<file path="src/accessory_switch_pkg.sv">
/*
  Shared constants and types for the accessory switch and key control block.
  Assumes a 125 MHz system clock and byte addresses on the register port.
*/
package accessory_switch_pkg;

  // Register port
  localparam int ADDR_W = 8;
  localparam int DATA_W = 32;
  localparam logic [7:0] REG_CONTROL = 8'h00;
  localparam logic [7:0] REG_TIMING = 8'h04;
  localparam logic [7:0] REG_MANUAL = 8'h08;
  localparam logic [7:0] REG_EVENTS = 8'h0C;
  localparam logic [7:0] REG_BUTTON = 8'h10;
  localparam logic [7:0] REG_STATUS = 8'h14;

  // Control register fields
  localparam int CTL_W = 7;
  localparam int CTL_DELAY_EN = 0;
  localparam int CTL_GATE = 1;
  localparam int CTL_AUTO = 2;
  localparam int CTL_KEY_REPORT = 3;
  localparam int CTL_CLAMP_REL = 4;
  localparam int CTL_OTG_EN = 5;
  localparam int CTL_VBUS_SEL = 6;
  localparam logic [CTL_W-1:0] CONTROL_RESET = 7'h07;

  // Timing register fields, each a 4-bit code
  localparam int TIM_W = 16;
  localparam int TIM_WAIT_LSB = 0;
  localparam int TIM_WAKE_LSB = 4;
  localparam int TIM_SHORT_LSB = 8;
  localparam int TIM_LONG_LSB = 12;
  localparam logic [TIM_W-1:0] TIMING_RESET = 16'h4444;

  // Manual switch register: switches 1..7 in bits 0..6, then jig and boot
  localparam int SW_N = 7;
  localparam int MAN_W = 9;
  localparam int MAN_JIG = 7;
  localparam int MAN_BOOT = 8;
  localparam logic [MAN_W-1:0] MANUAL_RESET = 9'h000;

  // Event flags
  localparam int EV_W = 6;
  localparam int EV_ATTACH = 0;
  localparam int EV_DETACH = 1;
  localparam int EV_SHORT = 2;
  localparam int EV_LONG = 3;
  localparam int EV_LONG_REL = 4;
  localparam int EV_ADC_CHG = 5;

  // Button register
  localparam int BTN_COUNT = 13;
  localparam int BTN_W = 15;
  localparam int BTN_UNKNOWN = 13;
  localparam int BTN_ERROR = 14;
  localparam logic [4:0] BTN_CODE_FIRST = 5'h01;
  localparam int ADC_W = 5;

  // Time base
  localparam int CLK_PERIOD_NS = 8;
  localparam int MS_NS = 1000000;
  localparam int MS_CYCLES = MS_NS / CLK_PERIOD_NS;
  localparam int MS_W = 12;
  localparam logic [MS_W-1:0] DEBOUNCE_MS = 12'h014;
  localparam logic [MS_W-1:0] WAIT_STEP_MS = 12'h064;
  localparam logic [MS_W-1:0] WAKE_STEP_MS = 12'h064;
  localparam logic [MS_W-1:0] SHORT_STEP_MS = 12'h064;
  localparam logic [MS_W-1:0] LONG_STEP_MS = 12'h0FA;

  // Automatic switch sets, switch n in bit n-1
  localparam logic [SW_N-1:0] MASK_NONE = 7'h00;
  localparam logic [SW_N-1:0] MASK_AUDIO = 7'h58;
  localparam logic [SW_N-1:0] MASK_USB = 7'h24;
  localparam logic [SW_N-1:0] MASK_UART = 7'h03;

  typedef enum logic [3:0] {
    DEV_NONE = 4'h0, DEV_USB = 4'h1, DEV_UART = 4'h2, DEV_AUDIO1 = 4'h3,
    DEV_TTY = 4'h4, DEV_USB_CHG = 4'h5, DEV_DED_CHG = 4'h6, DEV_5W1_CHG = 4'h7,
    DEV_5W2_CHG = 4'h8, DEV_JIG_USB = 4'h9, DEV_JIG_UART = 4'hA, DEV_UNKNOWN = 4'hF
  } device_type_type;

  typedef enum logic [1:0] {
    MODE_STANDBY = 2'b00, MODE_HOLD = 2'b01, MODE_ACTIVE = 2'b11
  } mode_type;

  typedef enum logic [1:0] {
    KEY_IDLE = 2'b00, KEY_DEBOUNCE = 2'b01, KEY_HELD = 2'b11, KEY_LONG = 2'b10
  } key_state_type;

endpackage : accessory_switch_pkg

</file>
<file path="src/accessory_switch_key_control.sv">
/*
  Switch sequencing, auto/manual switch selection and remote key classification
  for a mini-USB accessory port, with a plain register port.
  Assumes an external identification flow, ID comparator and 5-bit ID converter.
*/
`timescale 1ns/100ps
// Function
// - Delay enabled at attach: wait programmed time
// - Delay disabled: hold switches until software enables
// - Supported accessory closes its switches automatically
// - Gate low forces every signal switch open
// - Auto select follows identification, incl. jig/boot
// - Manual select takes switches from manual register
// - Gate and select never alter sequence timing
// - Auto-to-manual swaps; back to auto changes nothing
// - Key reporting only for audio type 1
// - Key reporting: convert on key event, set flags
// - No key reporting: periodic conversion, change flag
// - No key reporting: no press flags or buttons
// - Audio closes 4,5,7; isolates OTG and VBUS0
// - Per-type automatic switch sets
// - VBUS and OTG paths follow software bits
// - Detach returns to standby, signal switches, jig and boot open
// - Clamp on while release bit is low
// - Ignore presses under 20 ms, then time
// - Too-short press sets error and short flag
// - Medium press sets short flag and button
// - Long press flag, later release flag
// - Sample ID each wake-up; rising edge detaches
module accessory_switch_key_control #(
  parameter int unsigned MS_CYCLES_P = accessory_switch_pkg::MS_CYCLES
) (
  // Clock and reset
  input wire logic clk_sys_in,
  input wire logic rst_in,
  // Register port
  input wire logic [accessory_switch_pkg::ADDR_W-1:0] reg_addr_in,
  input wire logic [accessory_switch_pkg::DATA_W-1:0] reg_wdata_in,
  input wire logic reg_write_in,
  input wire logic reg_read_in,
  output logic [accessory_switch_pkg::DATA_W-1:0] reg_rdata_out,
  // Identification and ID line
  input wire logic id_done_in,
  input wire accessory_switch_pkg::device_type_type device_type_in,
  input wire logic id_open_sense_in,
  input wire logic key_press_in,
  input wire logic adc_done_in,
  input wire logic [accessory_switch_pkg::ADC_W-1:0] adc_result_in,
  output logic adc_start_out,
  // Switches and pins
  output logic [accessory_switch_pkg::SW_N-1:0] signal_switch_out,
  output logic otg_path_switch_out,
  output logic vbus_path_switch0_out,
  output logic vbus_path_switch1_out,
  output logic clamp_on_out,
  output logic jig_out,
  output logic boot_out,
  output logic event_line_out
);
  import accessory_switch_pkg::*;

  function automatic logic [MS_W-1:0] step_ms(input logic [3:0] code,
                                              input logic [MS_W-1:0] step);
    logic [MS_W-1:0] n;
    n = {{(MS_W-4){1'b0}}, code} + MS_W'(1);
    return MS_W'(n * step);
  endfunction : step_ms

  function automatic logic [SW_N-1:0] auto_mask(input device_type_type t);
    unique case (t)
      DEV_AUDIO1, DEV_TTY: return MASK_AUDIO;
      DEV_USB, DEV_USB_CHG, DEV_JIG_USB: return MASK_USB;
      DEV_UART, DEV_JIG_UART: return MASK_UART;
      default: return MASK_NONE;
    endcase
  endfunction : auto_mask

  function automatic logic [BTN_W-1:0] button_decode(input logic [ADC_W-1:0] r);
    logic [BTN_W-1:0] b;
    b = '0;
    if (r >= BTN_CODE_FIRST && r < BTN_CODE_FIRST + 5'(BTN_COUNT)) begin
      b[4'(r - BTN_CODE_FIRST)] = 1'b1;
    end else begin
      b[BTN_UNKNOWN] = 1'b1;
    end
    return b;
  endfunction : button_decode

  logic [CTL_W-1:0] ctl;
  logic [TIM_W-1:0] timing;
  logic [MAN_W-1:0] manual;
  logic [EV_W-1:0] events;
  logic [BTN_W-1:0] buttons;
  mode_type mode;
  key_state_type key_state;
  key_state_type next_key_state;
  device_type_type type_held;
  logic ms_tick;
  logic delay_armed;
  logic [MS_W-1:0] wait_ms;
  logic [MS_W-1:0] wake_ms;
  logic wake_tick;
  logic id_prev;
  logic detach_evt;
  logic attach_evt;
  logic sel_manual;
  logic auto_prev;
  logic key_mode;
  logic [MS_W-1:0] key_ms;
  logic [ADC_W-1:0] adc_last;
  logic key_start;
  logic err_set;
  logic short_set;
  logic long_set;
  logic rel_set;
  logic press_begin;
  logic adc_chg_set;
  logic rd_events;
  logic rd_button;
  logic [EV_W-1:0] next_events;
  logic [SW_N-1:0] next_switch;
  logic audio_iso;
  logic [BTN_W-1:0] btn_decoded;

  ms_tick_gen #(.CYCLES(MS_CYCLES_P)) u_ms_tick (
    .clk_sys_in(clk_sys_in),
    .rst_in(rst_in),
    .tick_out(ms_tick)
  );

  assign rd_events = reg_read_in && reg_addr_in == REG_EVENTS;
  assign rd_button = reg_read_in && reg_addr_in == REG_BUTTON;
  assign attach_evt = mode == MODE_STANDBY && id_done_in;
  // A function result cannot be part-selected directly
  assign btn_decoded = button_decode(adc_last);

  // Register writes
  always_ff @(posedge clk_sys_in) begin
    if (rst_in) begin
      ctl <= CONTROL_RESET;
      timing <= TIMING_RESET;
      manual <= MANUAL_RESET;
    end else if (reg_write_in) begin
      unique case (reg_addr_in)
        REG_CONTROL: ctl <= reg_wdata_in[CTL_W-1:0];
        REG_TIMING: timing <= reg_wdata_in[TIM_W-1:0];
        REG_MANUAL: manual <= reg_wdata_in[MAN_W-1:0];
        default: ;
      endcase
    end
  end

  // Wake-up interval enable
  always_ff @(posedge clk_sys_in) begin
    if (rst_in) begin
      wake_ms <= '0;
      wake_tick <= 1'b0;
    end else if (ms_tick && wake_ms + MS_W'(1) >= step_ms(timing[TIM_WAKE_LSB +: 4],
                                                            WAKE_STEP_MS)) begin
      wake_ms <= '0;
      wake_tick <= 1'b1;
    end else begin
      wake_ms <= ms_tick ? wake_ms + MS_W'(1) : wake_ms;
      wake_tick <= 1'b0;
    end
  end

  // ID line sampled only at wake-up; a rising edge ends the session
  always_ff @(posedge clk_sys_in) begin
    if (rst_in) begin
      id_prev <= 1'b1;
    end else if (wake_tick) begin
      id_prev <= id_open_sense_in;
    end
  end
  assign detach_evt = mode != MODE_STANDBY && wake_tick && id_open_sense_in && !id_prev;

  // Session sequencing, deliberately blind to gate and select bits
  always_ff @(posedge clk_sys_in) begin
    if (rst_in) begin
      mode <= MODE_STANDBY;
      wait_ms <= '0;
      delay_armed <= 1'b0;
      type_held <= DEV_NONE;
    end else begin
      unique case (mode)
        MODE_STANDBY: begin
          wait_ms <= '0;
          if (id_done_in) begin
            mode <= MODE_HOLD;
            delay_armed <= ctl[CTL_DELAY_EN];
            type_held <= device_type_in;
          end
        end
        MODE_HOLD: begin
          if (detach_evt) begin
            mode <= MODE_STANDBY;
          end else if (delay_armed) begin
            if (ms_tick) begin
              wait_ms <= wait_ms + MS_W'(1);
              if (wait_ms + MS_W'(1) >= step_ms(timing[TIM_WAIT_LSB +: 4], WAIT_STEP_MS)) begin
                mode <= MODE_ACTIVE;
              end
            end
          end else if (ctl[CTL_DELAY_EN]) begin
            mode <= MODE_ACTIVE;
          end
        end
        MODE_ACTIVE: begin
          if (detach_evt) begin
            mode <= MODE_STANDBY;
          end
        end
        default: mode <= MODE_STANDBY;
      endcase
    end
  end

  // Selection source latched per session
  always_ff @(posedge clk_sys_in) begin
    if (rst_in) begin
      sel_manual <= 1'b0;
      auto_prev <= 1'b1;
    end else begin
      auto_prev <= ctl[CTL_AUTO];
      if (attach_evt) begin
        sel_manual <= !ctl[CTL_AUTO];
      end else if (mode != MODE_STANDBY && auto_prev && !ctl[CTL_AUTO]) begin
        sel_manual <= 1'b1;
      end
    end
  end

  // Switch outputs
  assign audio_iso = mode != MODE_STANDBY && !sel_manual
                     && (type_held == DEV_AUDIO1 || type_held == DEV_TTY);
  always_comb begin
    next_switch = '0;
    if (mode == MODE_ACTIVE && ctl[CTL_GATE]) begin
      next_switch = sel_manual ? manual[SW_N-1:0] : auto_mask(type_held);
    end
  end

  always_ff @(posedge clk_sys_in) begin
    if (rst_in) begin
      signal_switch_out <= '0;
      jig_out <= 1'b0;
      boot_out <= 1'b0;
      otg_path_switch_out <= 1'b0;
      vbus_path_switch0_out <= 1'b0;
      vbus_path_switch1_out <= 1'b0;
      clamp_on_out <= 1'b1;
    end else begin
      signal_switch_out <= next_switch;
      jig_out <= mode == MODE_ACTIVE && (sel_manual ? manual[MAN_JIG]
                 : (type_held == DEV_JIG_USB || type_held == DEV_JIG_UART));
      boot_out <= mode == MODE_ACTIVE && (sel_manual ? manual[MAN_BOOT]
                  : type_held == DEV_JIG_UART);
      otg_path_switch_out <= ctl[CTL_OTG_EN] && !audio_iso;
      vbus_path_switch0_out <= !ctl[CTL_VBUS_SEL] && !audio_iso;
      vbus_path_switch1_out <= ctl[CTL_VBUS_SEL];
      clamp_on_out <= !ctl[CTL_CLAMP_REL];
    end
  end

  // Key classification
  assign key_mode = ctl[CTL_KEY_REPORT] && type_held == DEV_AUDIO1
                    && mode != MODE_STANDBY;
  always_comb begin
    next_key_state = key_state;
    key_start = 1'b0;
    err_set = 1'b0;
    short_set = 1'b0;
    long_set = 1'b0;
    rel_set = 1'b0;
    press_begin = 1'b0;
    if (!key_mode) begin
      next_key_state = KEY_IDLE;
    end else begin
      unique case (key_state)
        KEY_IDLE: begin
          if (key_press_in) begin
            next_key_state = KEY_DEBOUNCE;
            press_begin = 1'b1;
          end
        end
        KEY_DEBOUNCE: begin
          if (!key_press_in) begin
            next_key_state = KEY_IDLE;
          end else if (ms_tick && key_ms + MS_W'(1) >= DEBOUNCE_MS) begin
            next_key_state = KEY_HELD;
            key_start = 1'b1;
          end
        end
        KEY_HELD: begin
          if (!key_press_in) begin
            next_key_state = KEY_IDLE;
            short_set = 1'b1;
            err_set = key_ms < step_ms(timing[TIM_SHORT_LSB +: 4], SHORT_STEP_MS);
          end else if (ms_tick && key_ms + MS_W'(1)
                       >= step_ms(timing[TIM_LONG_LSB +: 4], LONG_STEP_MS)) begin
            next_key_state = KEY_LONG;
            long_set = 1'b1;
          end
        end
        KEY_LONG: begin
          if (!key_press_in) begin
            next_key_state = KEY_IDLE;
            rel_set = 1'b1;
          end
        end
      endcase
    end
  end

  always_ff @(posedge clk_sys_in) begin
    if (rst_in) begin
      key_state <= KEY_IDLE;
      key_ms <= '0;
    end else begin
      key_state <= next_key_state;
      if (next_key_state != key_state) begin
        key_ms <= '0;
      end else if (ms_tick && key_ms != '1) begin
        key_ms <= key_ms + MS_W'(1);
      end
    end
  end

  // Conversion requests and result history
  assign adc_chg_set = adc_done_in && !key_mode && mode != MODE_STANDBY
                       && adc_result_in != adc_last;
  always_ff @(posedge clk_sys_in) begin
    if (rst_in) begin
      adc_start_out <= 1'b0;
      adc_last <= '1;
    end else begin
      adc_start_out <= key_start || (mode != MODE_STANDBY && !key_mode && wake_tick);
      if (adc_done_in) begin
        adc_last <= adc_result_in;
      end
    end
  end

  // Event flags: a set in the clearing cycle survives
  always_comb begin
    next_events = rd_events ? '0 : events;
    next_events[EV_ATTACH] = next_events[EV_ATTACH] | attach_evt;
    next_events[EV_DETACH] = next_events[EV_DETACH] | detach_evt;
    next_events[EV_SHORT] = next_events[EV_SHORT] | short_set;
    next_events[EV_LONG] = next_events[EV_LONG] | long_set;
    next_events[EV_LONG_REL] = next_events[EV_LONG_REL] | rel_set;
    next_events[EV_ADC_CHG] = next_events[EV_ADC_CHG] | adc_chg_set;
  end

  always_ff @(posedge clk_sys_in) begin
    if (rst_in) begin
      events <= '0;
      event_line_out <= 1'b0;
    end else begin
      events <= next_events;
      event_line_out <= |next_events;
    end
  end

  // Button bits; error clears on read or on the next press
  always_ff @(posedge clk_sys_in) begin
    if (rst_in) begin
      buttons <= '0;
    end else begin
      if ((short_set && !err_set) || long_set) begin
        buttons[BTN_W-2:0] <= btn_decoded[BTN_W-2:0];
      end
      if (err_set) begin
        buttons[BTN_ERROR] <= 1'b1;
      end else if (rd_button || press_begin) begin
        buttons[BTN_ERROR] <= 1'b0;
      end
    end
  end

  // Read data, one cycle after the strobe; unmapped reads zero
  always_ff @(posedge clk_sys_in) begin
    if (rst_in) begin
      reg_rdata_out <= '0;
    end else if (reg_read_in) begin
      unique case (reg_addr_in)
        REG_CONTROL: reg_rdata_out <= DATA_W'(ctl);
        REG_TIMING: reg_rdata_out <= DATA_W'(timing);
        REG_MANUAL: reg_rdata_out <= DATA_W'({adc_last, 7'h00, manual});
        REG_EVENTS: reg_rdata_out <= DATA_W'(events);
        REG_BUTTON: reg_rdata_out <= DATA_W'(buttons);
        REG_STATUS: reg_rdata_out <= DATA_W'({key_state, sel_manual, type_held, mode,
                                              signal_switch_out});
        default: reg_rdata_out <= '0;
      endcase
    end else begin
      reg_rdata_out <= '0;
    end
  end
endmodule : accessory_switch_key_control

</file>
<file path="src/ms_tick_gen.sv">
/*
  Millisecond enable divider: one-cycle pulse every CYCLES clocks.
  Assumes a single system clock and a synchronous active-high reset.
*/
`timescale 1ns/100ps
module ms_tick_gen #(
  parameter int unsigned CYCLES = 125000
) (
  // Clock and reset
  input wire logic clk_sys_in,
  input wire logic rst_in,
  // Enable pulse
  output logic tick_out
);

  localparam int CNT_W = $clog2(CYCLES + 1);
  localparam logic [CNT_W-1:0] LAST = CNT_W'(CYCLES - 1);

  logic [CNT_W-1:0] count;

  always_ff @(posedge clk_sys_in) begin
    if (rst_in) begin
      count <= '0;
      tick_out <= 1'b0;
    end else if (count == LAST) begin
      count <= '0;
      tick_out <= 1'b1;
    end else begin
      count <= count + CNT_W'(1);
      tick_out <= 1'b0;
    end
  end

endmodule : ms_tick_gen

</file>
<file path="config.mk">
export PLATFORM = sky130hd
export DESIGN_NAME = accessory_switch_key_control
export DESIGN_NICKNAME = d
export VERILOG_FILES = /design/src/accessory_switch_pkg.sv /design/src/accessory_switch_key_control.sv /design/src/ms_tick_gen.sv
export SDC_FILE = /design/constraint.sdc
export NUM_CORES = 1
export LEC_CHECK = 0
export BUFFER_PORTS_ARGS = -buffer_cell sky130_fd_sc_hd__buf_2
export CAP_MARGIN = 20
export CORE_MARGIN = 5
export CORE_UTILIZATION = 54
export DETAILED_ROUTE_END_ITERATION = 16
export GPL_TIMING_DRIVEN = 0
export HOLD_SLACK_MARGIN = 0.02
export PLACE_DENSITY_LB_ADDON = 0.12
export SLEW_MARGIN = 20
export SYNTH_ARGS = -nofsm -noshare
export SYNTH_HDL_FRONTEND = slang
export SYNTH_SLANG_ARGS = --single-unit
</file>
<file path="constraint.sdc">
create_clock -name clk_sys_in -period 9.5 [get_ports clk_sys_in]
set_input_delay 0.95 -clock clk_sys_in [delete_from_list [all_inputs] [get_ports clk_sys_in]]
set_output_delay 0.95 -clock clk_sys_in [all_outputs]
set_load 0.05 [all_outputs]
</file>
==> flow_metrics.py, run 1 <==
metrics = {
    "clocking": {
        "cts.sink_count": 161,
        "cts_buffers": 17,
        "ctsRootBufferMaster": "clkbuf_16",
        "holdBufCountCts": 0,
        "post_cts_buffers": 0,
        "cts_resized": 0,
        "cts_tree": "yes",
        "h-tree-depth": 4,
        "clock_path_buffers": 2,
        "clk_pin_slew_ns": 0.07,
        "clock_latency_ns": 0.44,
    },
    "place": {
        "post_dp_cell_area_sq_um": 10700,
        "dp_hpwl_um": 19400,
        "place.port_buffers": 73,
        "gp_congestion": 0.946,
    },
    "status": {
        "status": "finished clean",
    },
    "setup_path": {
        "arrival_ns": 6.47,
        "path_class": "flip-flop to flip-flop",
        "r2r_cells": 22,
        "cp_cell_sequence": "ha_1 -> nand3_1 -> nor2b_1 -> nor2_1 -> ha_1 -> fa_1 -> inv_1 -> fa_1 -> inv_1 -> ha_1 -> a21oi_1 -> o21bai_1 -> a21oi_1 -> xor2_1 -> ha_1 -> a21oi_1 -> a21boi_0 -> a311oi_1 -> a21oi_1 -> nor2_1 -> buf_4 -> mux2i_1",
        "end_kind": "flip-flop",
        "cp_slowest_cell": "dfxtp_1",
        "crit_path_max_fanout": 11,
        "worstPathRequired_ns": 9.86,
        "max_stage_delay_ns": 0.70,
        "crit_path_start_kind": "flip-flop",
    },
    "drt": {
        "drt_iter0_drc": 633,
        "drc": 0,
        "drtPass1Iterations": 5,
        "antenna_left": 0,
        "routed.top_layer": "met5",
        "wl_met2_um": 11700,
        "drt-total-wl_um": 24800,
        "via_per_inst": 5.60,
        "vias": 8450,
        "met1_length_um": 11200,
        "dr_wl_met3_um": 1330,
        "routedWlPerCell_um": 16.4,
    },
    "floorplanning": {
        "core_area_sq_um": 18100,
        "dieArea_sq_um": 21400,
        "start_util": 0.553,
        "die_height_um": 146,
        "die_x_um": 146,
        "io_pins": 104,
        "rows": 49,
    },
    "synthesis": {
        "yosys-top-cells-area": "dfxtp_1, ha_1, xor2_1",
        "synth_common_cells": "dfxtp_1, nand2_1, ha_1, nor2_1, a21oi_1",
        "ys_seq_area_frac": 0.322,
        "synth_top_cell_by_area": "dfxtp_1",
        "syn_area_sq_um": 10000,
        "async_flop_share": 0,
        "yosysWarnings": 0,
        "ys_types": 70,
        "synth-edff-count": 0,
        "synthesis.instances": 1164,
        "ys_seq_elements": 161,
        "synth-main-ff-cell": "dfxtp_1",
        "synth_area_per_cell_sq_um": 8.60,
        "synth_most_common_cell": "dfxtp_1",
        "netlist.area_leader.share": 0.322,
    },
    "global_routing": {
        "grt_first_pass_wirelength_um": 41000,
        "grt_usage": 0.234,
        "antenna_found_initial": 1,
        "grt_max_degree": 19,
        "grt_pass1_vias": 8145,
        "grt_overflow": 0,
    },
    "cells_and_area": {
        "regArea_sq_um": 3220,
        "multi_input_area_sq_um": 6290,
        "layout-drive-gt1-share": 0.116,
        "design_area_sq_um": 11300,
        "syn_to_final_growth_pct": 12.9,
        "num-fill-cells": 1612,
        "n_antenna_cell": 0,
        "fin_nets": 1445,
    },
    "power": {
        "power_density_nw_per_um2": 130,
        "ir_worst_vdd_mv": 0.129,
        "power_mw": 1.47,
        "leakagePower_nw": 5.20,
    },
    "timing": {
        "hold_violations": 0,
        "max_slew_margin": 0.295,
        "fin_crit_sh": 0.643,
        "rsz0062_at_grt": "no",
        "fmax_mhz": 164,
        "min_period_ns": 6.11,
        "finalSetupTns_ns": 0,
        "slew_viol_final": 0,
        "tightest_slew_ns": 1.05,
        "setup_viol_count_final": 0,
        "skew_ns": 0.0102,
    },
    "hold_path": {
        "whs_path_depth": 1,
        "worstHoldPathType": "flip-flop to flip-flop",
    },
    "flow_run": {
        "cap_violations": 0,
    },
}
[cells by family (layout without fill, tap and decap cells)]
group	Yosys count	after routing	share of synthesized area
other cells	2	12	0.000750
mux	44	44	0.0490
compound gates	195	195	0.123
simple gates	414	414	0.199
xor+xnor	108	108	0.0945
flops	161	161	0.322
fa+ha+maj	121	121	0.159
buf+inv	119	225	0.0531
[final timing paths]
kind                            slack [ns]                 endpoint               startpoint
worst max-delay path                  3.39  buttons[9]$_SDFFE_PP0P_  timing[12]$_SDFFE_PP0P_
worst min register to register        0.41  clamp_on_out$_SDFF_PP1_      ctl[4]$_SDFFE_PP0P_
worst min-delay path                  0.41  clamp_on_out$_SDFF_PP1_      ctl[4]$_SDFFE_PP0P_
worst max register to register        3.39  buttons[9]$_SDFFE_PP0P_  timing[12]$_SDFFE_PP0P_
[area by class of cell]
class	count	share of cell area
multi-input cells	894	0.557
plain buffers	66	0.0295
flip-flops and latches	161	0.285
well taps	229	0.0254
clock inverters	15	0.0147
clock buffers	17	0.0377
inverters	53	0.0176
repair buffers	74	0.0328
[cell usage in the layout, fill, tap and decap left out, types with 4 or more instances in the layout]
cell type and count:
conb_1 12, o21a_1 4, nor2_1 109, and3_1 20, a22oi_1 18, inv_1 52
nand2_1 132, nand2b_1 4, a211oi_1 5, nor4_1 5, a31oi_1 4, or3_1 10
clkbuf_16 17, mux2i_1 40, xor2_1 65, nand3b_1 6, ha_1 111, nor3_1 9
o211ai_1 4, nand4_1 12, nor2b_1 11, mux4_2 4, xnor2_1 43, buf_2 84
inv_8 6, nor4b_1 4, o21ai_0 25, buf_4 13, nand3_1 63, and2_1 10
and4_1 5, clkbuf_1 36, a21o_1 14, dfxtp_1 161, fa_1 10, a21oi_1 86
[flip-flops by register name (all words and copies together), names as in the netlist, 2 cells and up]
| signal | flops |
|---|---|
| adc_last | 5 |
| buttons | 15 |
| ctl | 7 |
| events | 6 |
| key_ms | 12 |
| key_state | 2 |
| manual | 9 |
| mode | 2 |
| reg_rdata_out | 21 |
| signal_switch_out | 7 |
| timing | 16 |
| type_held | 4 |
| u_ms_tick.count | 17 |
| wait_ms | 12 |
| wake_ms | 12 |
[critical path, delay by kind of cell, from the launching register on]
kind | cells | cell delay (ns)
fa+ha+maj | 6 | 2.26
simple gates | 4 | 0.93
buf+inv | 3 | 0.39
flops | 1 | 0.70
mux | 1 | 0.21
compound gates | 7 | 1.36
xor+xnor | 1 | 0.18
[through the flow]
stage               worst slack, ns  std cells  utilization  hold WS, ns
floorplan                      4.24       1174            -        0.371
global placement               3.43       1476        0.591        0.390
detailed placement             3.36       1476        0.591        0.395
CTS                            3.33       1508        0.624        0.412
global route                   2.78       1509        0.624        0.427
finish                         3.39       1509        0.624        0.407
[routing by layer]
layer	up-vias	global-route usage
met3	46	0.0415
met2	244	0.389
met1	3920	0.310
li1	4238	-
met5	-	0
met4	2	0.0701
[power by group]
part	leakage [nW]	switching (mW)	internal, mW
logic	3.61	0.0672	0.0320
clock network	0.284	0.327	0.353
registers	1.30	0.00596	0.681
Power figures use the tool's default switching activity.
==> run 2: changes to the inputs <==
Clock period 9.5 ns to 6.3 ns, I/O delays scaled along.
==> run 2 against run 1 <==
Compared with the run above: first-iteration DRC count up 2.1%; clock skew up 0.0012 ns; non-clock buffer count down 1; maximum frequency up 8.0%; cell count about the same; final area about the same; die area unchanged; clock power up 51%; worst setup slack worse by 2.7 ns; combinational power up 51%; critical endpoint is now buttons[5]$_SDFFE_PP0P_.
==> flow_metrics.py, run 2 (synthesis gave the netlist of run 1 again) <==
metrics = {
    "global_routing": {
        "grt_first_pass_wirelength_um": 41000,
        "grt_pass1_vias": 8145,
        "grt_max_degree": 19,
        "antenna_found_initial": 1,
        "grt_overflow": 0,
        "grt_usage": 0.234,
    },
    "floorplanning": {
        "die_x_um": 146,
        "rows": 49,
        "dieArea_sq_um": 21400,
        "die_height_um": 146,
        "start_util": 0.553,
        "io_pins": 104,
        "core_area_sq_um": 18100,
    },
    "clocking": {
        "holdBufCountCts": 0,
        "cts_tree": "yes",
        "h-tree-depth": 4,
        "clock_latency_ns": 0.44,
        "cts.sink_count": 161,
        "clk_pin_slew_ns": 0.07,
        "cts_buffers": 17,
        "ctsRootBufferMaster": "clkbuf_16",
        "clock_path_buffers": 2,
    },
    "cells_and_area": {
        "design_area_sq_um": 11300,
        "fin_nets": 1444,
        "n_antenna_cell": 0,
        "syn_to_final_growth_pct": 12.9,
        "final_common_cell": "dfxtp_1",
        "num-fill-cells": 1614,
        "layout-drive-gt1-share": 0.118,
        "largest_reg_flops": 21,
        "final_cells": 1508,
        "largest-register": "reg_rdata_out",
        "final_cell_mix": "dfxtp_1, nand2_1, ha_1, nor2_1, a21oi_1",
        "largest_registers": "reg_rdata_out: 21 flops, u_ms_tick.count: 17 flops, timing: 16 flops",
    },
    "power": {
        "power_density_nw_per_um2": 196,
        "leakagePower_nw": 5.20,
        "ir_worst_vdd_mv": 0.195,
    },
    "setup_path": {
        "crit_path_max_fanout": 11,
        "arrival_ns": 6.02,
        "crit_path_start_kind": "flip-flop",
        "end_kind": "flip-flop",
        "worstPathRequired_ns": 6.66,
        "path_class": "flip-flop to flip-flop",
    },
    "drt": {
        "drt_iter0_drc": 646,
        "routedWlPerCell_um": 16.5,
        "via_per_inst": 5.63,
        "vias": 8483,
        "drtPass1Iterations": 7,
        "drt-total-wl_um": 24800,
        "drc": 0,
        "antenna_left": 0,
    },
    "timing": {
        "skew_ns": 0.0114,
        "slew_viol_final": 0,
        "fmax_mhz": 177,
        "fin_crit_sh": 0.898,
        "min_period_ns": 5.65,
        "finalSetupTns_ns": 0,
        "tightest_slew_ns": 1.06,
        "holdWs_ns": 0.408,
        "max_slew_margin": 0.285,
        "hold_violations": 0,
        "setup_viol_count_final": 0,
        "rsz0062_at_grt": "no",
    },
    "place": {
        "dp_cells": 1476,
        "place.port_buffers": 73,
        "dp_hpwl_um": 19400,
        "post_dp_cell_area_sq_um": 10700,
        "gp_congestion": 0.946,
    },
    "hold_path": {
        "worstHoldPathType": "flip-flop to flip-flop",
    },
    "status": {
        "status": "finished clean",
    },
    "flow_run": {
        "cap_violations": 0,
    },
}
==> run 2: through the flow <==
| stage | setup slack [ns] | util | power [mW] |
|---|---|---|---|
| 4_1_cts | 0.133 | 0.624 | 2.22 |
| 5_1_grt | 0.102 | 0.625 | 2.28 |
| 6_report | 0.646 | 0.625 | 2.21 |
| 3_5_place_dp | 0.159 | 0.591 | 1.21 |
| 2_1_floorplan | 1.04 | - | 1.16 |
| 3_3_place_gp | 0.230 | 0.591 | 1.21 |
==> run 2: worst paths after layout <==
check | from | endpoint | slack (ns) | cells past startpoint
worst max-delay path | timing[12]$_SDFFE_PP0P_ | buttons[5]$_SDFFE_PP0P_ | 0.65 | 22
worst min-delay path | ctl[4]$_SDFFE_PP0P_ | clamp_on_out$_SDFF_PP1_ | 0.41 | 1
worst max register to register | timing[12]$_SDFFE_PP0P_ | buttons[5]$_SDFFE_PP0P_ | 0.65 | 22
worst min register to register | ctl[4]$_SDFFE_PP0P_ | clamp_on_out$_SDFF_PP1_ | 0.41 | 1
==> run 2: layout make-up <==
class | instances | area, sq um | area share
Buffer | 65 | 329 | 0.0291
Timing Repair Buffer | 74 | 370 | 0.0328
Clock buffer | 17 | 425 | 0.0376
Sequential cell | 161 | 3220 | 0.285
Multi-Input combinational cell | 894 | 6300 | 0.557
Inverter | 53 | 199 | 0.0176
Tap cell | 229 | 287 | 0.0254
Clock inverter | 15 | 166 | 0.0147
==> run 2: power by group <==
group	internal [mW]	switching, mW	total, mW
logic	0.0483	0.101	0.150
clock network	0.532	0.494	1.03
registers	1.03	0.00895	1.04
==> run 2: layer usage <==
metal,global-route usage,share of wire,up-vias
met5,0,0.00052,-
met4,0.0701,0.024,2
met3,0.0415,0.056,49
met2,0.389,0.47,253
met1,0.310,0.45,3942
li1,-,-,4237
==> run 2: timing repair <==
item                       CTS  global route
setup endpoints to repair    0            23
hold endpoints to repair     0             0
setup buffers                0             0
resized for setup            0             3
==> run 2: critical path, stage by stage (launching register included) <==
cell	delay (ns)
dfxtp_2	0.53
ha_1	0.28
nand3_1	0.16
nor2b_1	0.20
nor2_1	0.15
ha_1	0.32
fa_1	0.52
inv_1	0.05
fa_1	0.50
inv_1	0.04
ha_1	0.33
a21oi_1	0.22
o21bai_1	0.09
a21oi_1	0.16
xor2_1	0.18
ha_1	0.27
a21oi_1	0.13
a21boi_0	0.11
a311oi_2	0.33
a21oi_1	0.24
nor2_2	0.31
buf_4	0.28
mux2i_1	0.20
==> run 3: changes to the inputs <==
Settings changed: CORE_MARGIN 5 to default.
==> run 3 against run 2 <==
Compared with the run above: the flow now finishes with violations (design-rule violations); largest power group unchanged; worst setup slack got worse by 0.11 ns; clock power about the same; power decreased by 1.1%.
==> flow_metrics.py, run 3 (synthesis gave the netlist of run 1 again) <==
metrics = {
    "drt": {
        "routedWlPerCell_um": 16.0,
        "drt-total-wl_um": 24100,
        "via_per_inst": 5.61,
        "drtPass1Iterations": 11,
        "antenna_left": 0,
        "drt_iter0_drc": 615,
        "vias": 8455,
        "drc": 16,
    },
    "cells_and_area": {
        "layout-drive-gt1-share": 0.117,
        "largest_reg_flops": 21,
        "multi_input_area_sq_um": 6300,
        "largest_registers": "reg_rdata_out: 21 flops, u_ms_tick.count: 17 flops, timing: 16 flops",
        "final_cell_mix": "dfxtp_1, nand2_1, ha_1, nor2_1, a21oi_1",
        "num-fill-cells": 1640,
        "syn_to_final_growth_pct": 12.6,
        "final_cells": 1507,
        "n_antenna_cell": 0,
        "largest-register": "reg_rdata_out",
        "regArea_sq_um": 3220,
        "fin_nets": 1443,
        "final_common_cell": "dfxtp_1",
    },
    "setup_path": {
        "crit_path_max_fanout": 10,
        "reg2reg_slack_ns": 0.53,
        "max_stage_delay_ns": 0.54,
        "path_class": "flip-flop to flip-flop",
        "worstSetupStartpoint": "timing[13]$_SDFFE_PP0P_",
        "r2r_start": "timing[13]$_SDFFE_PP0P_",
        "cp_slowest_cell": "dfxtp_1",
        "crit_path_start_kind": "flip-flop",
        "worstPathRequired_ns": 6.66,
        "end_kind": "flip-flop",
        "cp_cell_sequence": "ha_1 -> nand3_1 -> nor2b_1 -> nor2_1 -> ha_1 -> fa_1 -> inv_1 -> fa_1 -> inv_1 -> ha_1 -> a21oi_1 -> o21bai_1 -> a21oi_1 -> xor2_1 -> ha_1 -> a21oi_1 -> a21boi_0 -> a311oi_2 -> a21oi_1 -> nor2_2 -> buf_4 -> mux2i_1",
        "arrival_ns": 6.13,
    },
    "clocking": {
        "clock_latency_ns": 0.44,
        "cts_tree": "yes",
        "cts.sink_count": 161,
        "clk_pin_slew_ns": 0.07,
        "holdBufCountCts": 0,
        "clock_path_buffers": 2,
        "cts_buffers": 17,
        "h-tree-depth": 4,
        "ctsRootBufferMaster": "clkbuf_16",
        "post_cts_buffers": 0,
    },
    "timing": {
        "hold_violations": 0,
        "tightest_slew_ns": 1.03,
        "max_slew_margin": 0.310,
        "skew_ns": 0.0129,
        "fmax_mhz": 173,
        "rsz0062_at_grt": "no",
        "setup_viol_count_final": 0,
        "fin_crit_sh": 0.916,
        "holdWs_ns": 0.424,
        "finalSetupTns_ns": 0,
        "min_period_ns": 5.77,
        "slew_viol_final": 0,
        "setup_slack_ns": 0.531,
    },
    "place": {
        "dp_hpwl_um": 18600,
        "dp_cells": 1476,
        "place.port_buffers": 73,
        "dpl_worst_slack_ns": 0.149,
        "gp_congestion": 0.907,
    },
    "status": {
        "violations": "design-rule violations",
        "status": "complete, but fails checks",
    },
    "global_routing": {
        "grt_first_pass_wirelength_um": 39700,
        "antenna_found_initial": 0,
        "grt_usage": 0.260,
        "grt_pass1_vias": 7843,
        "grt_overflow": 0,
        "grt_max_degree": 18,
    },
    "floorplanning": {
        "io_pins": 104,
        "die_height_um": 138,
        "rows": 49,
        "start_util": 0.553,
        "die_x_um": 138,
        "dieArea_sq_um": 19100,
        "core_area_sq_um": 18100,
    },
    "hold_path": {
        "worstHoldStart": "ctl[4]$_SDFFE_PP0P_",
        "worstHoldPathType": "flip-flop to flip-flop",
    },
    "power": {
        "leakagePower_nw": 5.18,
        "ir_worst_vdd_mv": 0.196,
        "power_density_nw_per_um2": 194,
    },
    "flow_run": {
        "cap_violations": 0,
    },
}
## run 3: critical path: cells and delay by family (launching register included)
family          cells  cell delay (ns)
xor+xnor            1             0.16
simple gates        4             0.80
flops               1             0.54
mux                 1             0.22
compound gates      7             1.38
buf+inv             3             0.37
fa+ha+maj           6             2.22
## run 3: layout make-up
cell class                 instances  share of cell area
clock inverter                    15              0.0125
timing repair buffer              73              0.0324
tap                              229              0.0254
buffer                            65              0.0292
sequential                       161               0.286
inverter                          53              0.0177
multi-input combinational        894               0.559
clock buffer                      17              0.0377
## run 3: per-layer routing
layer,up-vias,routed length [um],track usage
li1,4229,-,-
met1,3945,11000,0.339
met2,241,11300,0.436
met3,40,1280,0.0454
met4,0,516,0.0852
met5,-,0,0
## run 3: path summary, 6_finish.rpt
kind	cells after the start	end
max reg2reg	22	buttons[11]$_SDFFE_PP0P_
min	1	clamp_on_out$_SDFF_PP1_
min reg2reg	1	clamp_on_out$_SDFF_PP1_
max	22	buttons[11]$_SDFFE_PP0P_
## run 3: what timing repair did
item	in CTS	in global routing
endpoints found under the hold margin	0	0
gates resized for setup	0	3
setup endpoints to repair	0	23
## run 3: where the power goes
group | internal [mW] | total (mW) | switching [mW]
clock network | 0.523 | 1.00 | 0.479
registers | 1.03 | 1.04 | 0.00901
logic | 0.0483 | 0.151 | 0.102
total | 1.60 | 2.19 | 0.590
## run 3: metrics by stage
step / utilization / cell area (sq um) / power [mW]
finish: 0.623 / 11300 / 2.19
global route: 0.623 / 11300 / 2.26
CTS: 0.623 / 11300 / 2.20
detailed placement: 0.591 / 10700 / 1.21
global placement: 0.591 / 10700 / 1.21
floorplan: - / 10000 / 1.16
